[src/hdl/tpc_params.svh]
`ifndef TPC_PARAMS_SVH
`define TPC_PARAMS_SVH
// register byte offsets
`define TPC_OFF_CTL0 12'h000
`define TPC_OFF_CTL1 12'h004
`define TPC_OFF_CNT 12'h008
`define TPC_OFF_PWM 12'h00c
`define TPC_OFF_RLD 12'h010
`define TPC_OFF_DBND 12'h014
// control 0 fields
`define TPC_C0_EN 7
`define TPC_C0_POL 6
`define TPC_C0_PRE_LO 3
`define TPC_C0_PRE_HI 5
`define TPC_C0_MODE_LO 0
`define TPC_C0_MODE_HI 2
// control 1 fields
`define TPC_C1_MODEHI 7
`define TPC_C1_OUTEN 0
// reset and restart values
`define TPC_CNT_RESTART 16'h0001
`define TPC_CNT_RST 16'h0000
`define TPC_RLD_RST 16'hffff
`define TPC_PWM_RST 16'h0000
`define TPC_CTL_RST 8'h00
`define TPC_DB_RST 8'h00
`define TPC_DB_MAX 8'h80
// mode codes {modehi, mode[2:0]}
`define TPC_MODE_PWM1 4'h3
`define TPC_MODE_CMPC 4'h8
`define TPC_MODE_PWM2 4'hc
`endif

[src/hdl/tpc_pkg.sv]
package tpc_pkg;
   typedef enum logic [1:0] {
      TPC_IDLE,
      TPC_CMPC,
      TPC_PWM1,
      TPC_PWM2
   } tpc_mode_t;
endpackage

[src/hdl/tpc_tick_if.sv]
`timescale 1ns/100ps
// count-advance request between prescaler and counter core
interface tpc_tick_if;
   logic tick;
   logic [2:0] pre_sel;
   logic run;
   modport src (output tick, input pre_sel, input run);
   modport dst (input tick, output pre_sel, output run);
endinterface

[src/hdl/tpc_prescale.sv]
`timescale 1ns/100ps
`include "tpc_params.svh"
// divides system clock by 2**pre_sel, one-cycle tick out
module tpc_prescale import tpc_pkg::*; (
   input wire logic clk_i, // system clock
   input wire logic rst_n_i, // sync reset, active low
   tpc_tick_if.src tk // tick to counter
);
   typedef struct packed {
      logic [6:0] div;
   } tpc_pre_st_t;
   tpc_pre_st_t st_reg;
   tpc_pre_st_t st_next;
   logic [6:0] lim;

   // divider, held cleared while stopped so first tick is a full period
   always_comb begin
      st_next = st_reg;
      lim = 7'((8'h01 << tk.pre_sel) - 8'h01);
      tk.tick = 1'b0;
      if (!tk.run) begin
         st_next.div = 7'h00;
      end else if (st_reg.div >= lim) begin
         st_next.div = 7'h00;
         tk.tick = 1'b1;
      end else begin
         st_next.div = st_reg.div + 7'h01;
      end
   end

   always_ff @(posedge clk_i) begin
      if (!rst_n_i) begin
         st_reg <= '0;
      end else begin
         st_reg <= st_next;
      end
   end
endmodule // tpc_prescale

[src/hdl/tpc_deadband.sv]
`timescale 1ns/100ps
`include "tpc_params.svh"
// delays rising edges of one output by the dead band
module tpc_deadband import tpc_pkg::*; (
   input wire logic clk_i, // system clock
   input wire logic rst_n_i, // sync reset, active low
   input wire logic raw_i, // undelayed level
   input wire logic [7:0] db_i, // dead band in clocks
   output logic out_o // delayed output
);
   typedef struct packed {
      logic [7:0] cnt;
      logic out;
   } tpc_db_st_t;
   tpc_db_st_t st_reg;
   tpc_db_st_t st_next;

   // falls follow at once; rises wait db_i clocks of steady high
   always_comb begin
      st_next = st_reg;
      if (!raw_i) begin
         st_next.out = 1'b0;
         st_next.cnt = 8'h00;
      end else if (!st_reg.out) begin
         if (st_reg.cnt >= db_i) begin
            st_next.out = 1'b1;
         end else begin
            st_next.cnt = st_reg.cnt + 8'h01;
         end
      end
   end

   // zero dead band passes the raw level in the same cycle
   assign out_o = (db_i == `TPC_DB_RST) ? raw_i : st_next.out;

   always_ff @(posedge clk_i) begin
      if (!rst_n_i) begin
         st_reg <= '0;
      end else begin
         st_reg <= st_next;
      end
   end
endmodule // tpc_deadband

[src/hdl/tpc_timer.sv]
`timescale 1ns/100ps
`include "tpc_params.svh"
// Overview of operation
// - comparator mode: reload raises irq, restarts 0001
// - comparator mode: output toggles at reload
// - polarity picks comparator edge and start level
// - comparator mode: start count only first pass
// - single pwm counts prescaled clocks drives output
// - pwm: match toggles, reload interrupts restarts
// - polarity one: start high, match low
// - polarity zero: start low, match high
// - pwm: start count only first period
// - dual pwm: second pin is complement
// - dual pwm: rising edges delayed dead band
// - dual pwm repurposes input pin as output
// - comparator mode counts comparator transitions
// - comparator mode bypasses prescaler
// - counter wraps ffff to 0000
// - prescaler divides by 1 to 128
module tpc_timer import tpc_pkg::*; (
   input wire logic clk_i, // system clock 25 MHz
   input wire logic rst_n_i, // sync reset, active low
   input wire logic psel, // apb select
   input wire logic penable, // apb access phase
   input wire logic pwrite, // apb write
   input wire logic [11:0] paddr, // apb byte address
   input wire logic [31:0] pwdata, // apb write data
   output logic [31:0] prdata, // apb read data
   output logic pready, // apb ready
   output logic pslverr, // apb error
   input wire logic cmp_out_i, // analog comparator output
   output logic tmr_out_o, // timer output pin
   output logic tmr_out_comp_o, // complementary output pin
   output logic tmr_in_sel_o, // high: shared pin is timer input
   output logic irq_o // reload interrupt pulse
);
   typedef struct packed {
      logic [7:0] ctl0;
      logic [7:0] ctl1;
      logic [15:0] cnt;
      logic [15:0] pwm;
      logic [15:0] rld;
      logic [7:0] db;
      logic cmp_q;
      logic out;
      logic irq;
      logic [31:0] rdata;
   } tpc_st_t;
   tpc_st_t st_reg;
   tpc_st_t st_next;

   tpc_tick_if tk ();
   tpc_mode_t mode;
   logic [3:0] mode_code;
   logic en;
   logic pol;
   logic wr;
   logic rd;
   logic hit;
   logic cmp_edge;
   logic step;
   logic at_rld;
   logic at_pwm;
   logic pwm_raw;
   logic pri_db;
   logic cmp_db;
   logic [1:0] leg_raw;
   logic [1:0] leg_db;

   // mode decode; unsupported codes park the counter
   assign mode_code = {st_reg.ctl1[`TPC_C1_MODEHI],
      st_reg.ctl0[`TPC_C0_MODE_HI:`TPC_C0_MODE_LO]};
   always_comb begin
      case (mode_code)
         `TPC_MODE_CMPC: mode = TPC_CMPC;
         `TPC_MODE_PWM1: mode = TPC_PWM1;
         `TPC_MODE_PWM2: mode = TPC_PWM2;
         default: mode = TPC_IDLE;
      endcase
   end
   assign en = st_reg.ctl0[`TPC_C0_EN];
   assign pol = st_reg.ctl0[`TPC_C0_POL];

   // prescaler runs only in clocked pwm modes
   assign tk.pre_sel = st_reg.ctl0[`TPC_C0_PRE_HI:`TPC_C0_PRE_LO];
   assign tk.run = en && (mode == TPC_PWM1 || mode == TPC_PWM2);
   tpc_prescale u_pre (
      .clk_i(clk_i),
      .rst_n_i(rst_n_i),
      .tk(tk)
   );

   // edge select follows polarity; input trusted below quarter clock
   assign cmp_edge = pol ? (!cmp_out_i && st_reg.cmp_q)
                         : (cmp_out_i && !st_reg.cmp_q);
   // comparator edges count directly, no prescale
   assign step = en && ((mode == TPC_CMPC) ? cmp_edge : tk.tick);
   assign at_rld = st_reg.cnt == st_reg.rld;
   assign at_pwm = st_reg.cnt == st_reg.pwm;

   // apb decode, zero wait states
   assign wr = psel && penable && pwrite;
   assign rd = psel && !penable && !pwrite;
   always_comb begin
      case (paddr)
         `TPC_OFF_CTL0, `TPC_OFF_CTL1, `TPC_OFF_CNT,
         `TPC_OFF_PWM, `TPC_OFF_RLD, `TPC_OFF_DBND: hit = 1'b1;
         default: hit = 1'b0;
      endcase
   end
   assign pready = 1'b1;
   assign pslverr = psel && penable && !hit;
   assign prdata = st_reg.rdata;

   // counter, output level and register writes
   always_comb begin
      st_next = st_reg;
      st_next.irq = 1'b0;
      st_next.cmp_q = cmp_out_i;
      if (!en) begin
         st_next.out = pol;
      end else if (step) begin
         if (at_rld) begin
            st_next.cnt = `TPC_CNT_RESTART;
            st_next.irq = 1'b1;
            if (mode == TPC_CMPC) begin
               st_next.out = !st_reg.out;
            end else begin
               st_next.out = pol;
            end
         end else begin
            // natural 16-bit wrap past ffff
            st_next.cnt = st_reg.cnt + 16'h0001;
            if (mode != TPC_CMPC && at_pwm) begin
               st_next.out = !st_reg.out;
            end
         end
      end
      // software writes win over the count for the same cycle
      if (wr) begin
         case (paddr)
            `TPC_OFF_CTL0: st_next.ctl0 = pwdata[7:0];
            `TPC_OFF_CTL1: st_next.ctl1 = pwdata[7:0];
            `TPC_OFF_CNT: st_next.cnt = pwdata[15:0];
            `TPC_OFF_PWM: st_next.pwm = pwdata[15:0];
            `TPC_OFF_RLD: st_next.rld = pwdata[15:0];
            `TPC_OFF_DBND: begin
               // clamp to the largest supported dead band
               if (pwdata[7:0] > `TPC_DB_MAX) begin
                  st_next.db = `TPC_DB_MAX;
               end else begin
                  st_next.db = pwdata[7:0];
               end
            end
            default: st_next.rdata = st_reg.rdata;
         endcase
      end
      // read data captured in setup, valid in access phase
      if (rd) begin
         case (paddr)
            `TPC_OFF_CTL0: st_next.rdata = {24'h000000, st_reg.ctl0};
            `TPC_OFF_CTL1: st_next.rdata = {24'h000000, st_reg.ctl1};
            `TPC_OFF_CNT: st_next.rdata = {16'h0000, st_reg.cnt};
            `TPC_OFF_PWM: st_next.rdata = {16'h0000, st_reg.pwm};
            `TPC_OFF_RLD: st_next.rdata = {16'h0000, st_reg.rld};
            `TPC_OFF_DBND: st_next.rdata = {24'h000000, st_reg.db};
            default: st_next.rdata = 32'h00000000;
         endcase
      end
   end

   always_ff @(posedge clk_i) begin
      if (!rst_n_i) begin
         st_reg.ctl0 <= `TPC_CTL_RST;
         st_reg.ctl1 <= `TPC_CTL_RST;
         st_reg.cnt <= `TPC_CNT_RST;
         st_reg.pwm <= `TPC_PWM_RST;
         st_reg.rld <= `TPC_RLD_RST;
         st_reg.db <= `TPC_DB_RST;
         st_reg.cmp_q <= 1'b0;
         st_reg.out <= 1'b0;
         st_reg.irq <= 1'b0;
         st_reg.rdata <= 32'h00000000;
      end else begin
         st_reg <= st_next;
      end
   end

   // complementary pair, each leg with its own rising-edge delay
   assign pwm_raw = st_reg.out;
   assign leg_raw = {!pwm_raw, pwm_raw};
   for (genvar g = 0; g < 2; g++) begin : g_leg
      tpc_deadband u_db (
         .clk_i(clk_i),
         .rst_n_i(rst_n_i),
         .raw_i(leg_raw[g]),
         .db_i(st_reg.db),
         .out_o(leg_db[g])
      );
   end
   assign pri_db = leg_db[0];
   assign cmp_db = leg_db[1];

   // pin outputs; dead band applies only in dual mode
   assign tmr_out_o = (mode == TPC_PWM2) ? pri_db : st_reg.out;
   assign tmr_out_comp_o = (mode == TPC_PWM2) ? cmp_db : 1'b0;
   assign tmr_in_sel_o = (mode != TPC_PWM2);
   assign irq_o = st_reg.irq;
endmodule // tpc_timer

[config.mk]
export PLATFORM = sky130hd
export DESIGN_NAME = tpc_timer
export DESIGN_NICKNAME = d
export VERILOG_FILES = /design/src/hdl/tpc_pkg.sv /design/src/hdl/tpc_tick_if.sv /design/src/hdl/tpc_prescale.sv /design/src/hdl/tpc_deadband.sv /design/src/hdl/tpc_timer.sv
export VERILOG_INCLUDE_DIRS = /design/src /design/src/hdl
export SDC_FILE = /design/constraint.sdc
export NUM_CORES = 1
export LEC_CHECK = 0
export BUFFER_PORTS_ARGS = -buffer_cell sky130_fd_sc_hd__buf_2
export CAP_MARGIN = 20
export CORE_MARGIN = 3
export CORE_UTILIZATION = 38
export DETAILED_ROUTE_END_ITERATION = 8
export GPL_TIMING_DRIVEN = 0
export MAX_ROUTING_LAYER = met4
export PLACE_DENSITY = 0.64
export RECOVER_POWER = 50
export SKIP_LAST_GASP = 1
export SLEW_MARGIN = 20
export SYNTH_ARGS = -nofsm -noshare
export SYNTH_HDL_FRONTEND = slang
export SYNTH_HIERARCHICAL = 1
export SYNTH_SLANG_ARGS = --single-unit
[constraint.sdc]
create_clock -name clk_i -period 3.7 [get_ports clk_i]
set_input_delay 0.74 -clock clk_i [delete_from_list [all_inputs] [get_ports clk_i]]
set_output_delay 0.74 -clock clk_i [all_outputs]
set_load 0.005 [all_outputs]
==> flow_summary.json <==
{
  "cp-end-kind": "primary output",
  "syn_inst": 804,
  "grt.total_usage": 0.208,
  "fin_hold_ws_ns": 0.452,
  "core_region_area_um2": 17600,
  "grt_pass1_wl_mm": 31.7,
  "hold_viol_final": 0,
  "cp.required_ns": 2.96,
  "wl_per_cell_um": 17.5,
  "drcViolationCount": 0,
  "synth.cell_area_um2": 6940,
  "stdcell_count": 1129,
  "final_cell_mix": "dfxtp_1 (116), nand2_1 (84), buf_2 (58)",
  "vdd_drop_max_mv": 0.266,
  "ys_warn_count": 6,
  "grt_max_degree": 17,
  "grt_overflow": 0,
  "htreeDepth": 4,
  "n_antenna_cell": 0,
  "ys_seq_area_frac": 0.334,
  "gp_congestion": 0.898,
  "post-route-period-util": 0.910,
  "area_delta_synth_final_pct": 18.0,
  "nets": 969,
  "antenna_found_initial": 0,
  "relSlewSlack": 0.421,
  "avgSynthCellArea_um2": 8.64,
  "die_h_um": 141,
  "final_common_cell": "dfxtp_1",
  "dominantRegCellSynth": "dfxtp_1",
  "final_max_slew_viol_count": 0,
  "synth_cell_types": 78,
  "cts_sinks": 116,
  "clk_pin_slew_ns": 0.05,
  "io_buffers": 54,
  "holdBufCountCts": 0,
  "routed_wl_mm": 19.8,
  "powerDensity_nw_per_um2": 409,
  "start_util": 0.395,
  "grt_setup_unrepaired": "false",
  "ioPinCount": 88,
  "cap_violations": 0,
  "numCtsBuffers": 17,
  "worst_pin_slew_ns": 0.867,
  "largest_reg_flops": 67,
  "numPlacedInstances": 1098,
  "async_flop_share": 0,
  "cts_root_buf": "clkbuf_16",
  "dp_hpwl_mm": 14.6,
  "status": "completed",
  "final-setup-viol-count": 0,
  "grt_pass1_vias": 5807,
  "clk-insertion-delay-late_ns": 0.42,
  "cp_max_fo": 6,
  "synth_edf_count": 0,
  "critical_path_class": "flip-flop to primary output",
  "holdCritPathClass": "flip-flop to flip-flop",
  "fmax_ghz": 0.297,
  "vias": 6251,
  "detail_route.first_pass.iterations": 5,
  "die_w_um": 141,
  "worstSetupStartpointType": "flip-flop",
  "cts_max_path_buffers": 2,
  "p_leak_uw": 0.00326,
  "setup_tns_ns": 0,
  "viasPerCell": 5.54,
  "rows": 48,
  "cts_tree": "yes",
  "ys_seq_elements": 116,
  "fin_skew_ns": 0.0118,
  "critPathArrivalTime_ns": 2.63,
  "period_needed_ns": 3.37,
  "drt-initial-drc-count": 699,
  "dieArea_um2": 19900,
  "ant_nets": 0,
  "drive_above_1_share": 0.177
}
-- synth_stat cells, types with 5 or more instances --
cell / n / share of area
a211oi_1: 5 / 0.0054
a21boi_1: 8 / 0.0086
a21oi_1: 34 / 0.025
a221oi_1: 11 / 0.014
a222oi_1: 8 / 0.012
and2_1: 9 / 0.0081
and3_1: 10 / 0.0090
buf_2: 14 / 0.010
buf_4: 38 / 0.041
clkbuf_1: 27 / 0.015
dfxtp_1: 116 / 0.33
ha_1: 27 / 0.049
inv_1: 28 / 0.015
mux2i_1: 37 / 0.053
mux4_2: 5 / 0.016
nand2_1: 84 / 0.045
nand3_1: 32 / 0.023
nand3b_1: 7 / 0.0076
nand4_1: 12 / 0.011
nor2_1: 30 / 0.016
nor2b_1: 37 / 0.033
nor3_1: 14 / 0.010
nor4_1: 10 / 0.0090
o21ai_0: 51 / 0.037
or3_1: 13 / 0.012
xnor2_1: 20 / 0.025
xor2_1: 22 / 0.028
-- critical path: stages (launching register included) --
cell and delay, ns:
dfxtp_1 0.46, inv_1 0.08, ha_1 0.19, or4_1 0.55, a21oi_4 0.18, o311a_2 0.28, a21boi_0 0.10, nand2_1 0.06
o21ai_0 0.12, buf_2 0.19
-- layer usage --
metal  GRT usage  up-vias  wire length, µm
met5           -        -                0
met1       0.290     2957             9280
li1            -     3017                -
met4      0.0770        0              312
met2       0.299      253             8650
met3      0.0383       24             1530
-- area by class of cell --
class / instances / area, µm²
buffer: 81 / 459
sequential: 116 / 2320
fill: 1719 / 9400
inverter: 28 / 105
timing repair buffer: 54 / 263
clock inverter: 8 / 194
tap: 225 / 282
clock buffer: 23 / 498
multi-input combinational: 594 / 4070
-- metrics by stage --
step	setup slack, ns	utilization	total power (µW)	area (µm²)
after floorplan	0.891	-	1370	7000
after global placement	0.239	0.429	1440	7550
after detailed placement	0.249	0.429	1440	7550
after CTS	0.224	0.469	3370	8240
after global routing	0.147	0.466	3440	8200
final	0.332	0.466	3350	8200
-- worst paths after layout --
| path | start | to | slack (ns) | cells after the start |
|---|---|---|---|---|
| worst max-delay path | st_reg[37] | tmr_out_o | 0.33 | 9 |
| worst min-delay path | prdata[12] | prdata[12] | 0.45 | 2 |
| worst max register to register | st_reg[104] | pwm_raw | 0.37 | 10 |
| worst min register to register | prdata[12] | prdata[12] | 0.45 | 2 |
-- repair_timing --
| action | 4_1_cts | 5_1_grt |
|---|---|---|
| setup endpoints to repair | 0 | 1 |
| setup buffers | 0 | 0 |
| gates resized for setup | 0 | 1 |
| hold endpoints to repair | 0 | 0 |
-- where the power goes --
part           internal [µW]  leakage [µW]  switching (µW)
sequential              1260      0.000936            5.06
clock                   1350      0.000339             584
combinational           63.2       0.00198            90.8
total                   2670       0.00326             680
-- cells by family (layout without fill, tap and decap cells) --
| group | after synthesis | in the layout | synth area share |
|---|---|---|---|
| AOI/OAI and AO/OA | 174 | 174 | 0.181 |
| adders and majority gates | 27 | 27 | 0.0486 |
| other | 2 | 17 | 0.00108 |
| DFF | 116 | 116 | 0.334 |
| xor gates and xnor gates | 42 | 42 | 0.0530 |
| buffers and inverters | 109 | 194 | 0.0831 |
| and+or+nand+nor | 290 | 290 | 0.226 |
| muxes | 44 | 44 | 0.0728 |
Power figures use the tool's default switching activity.
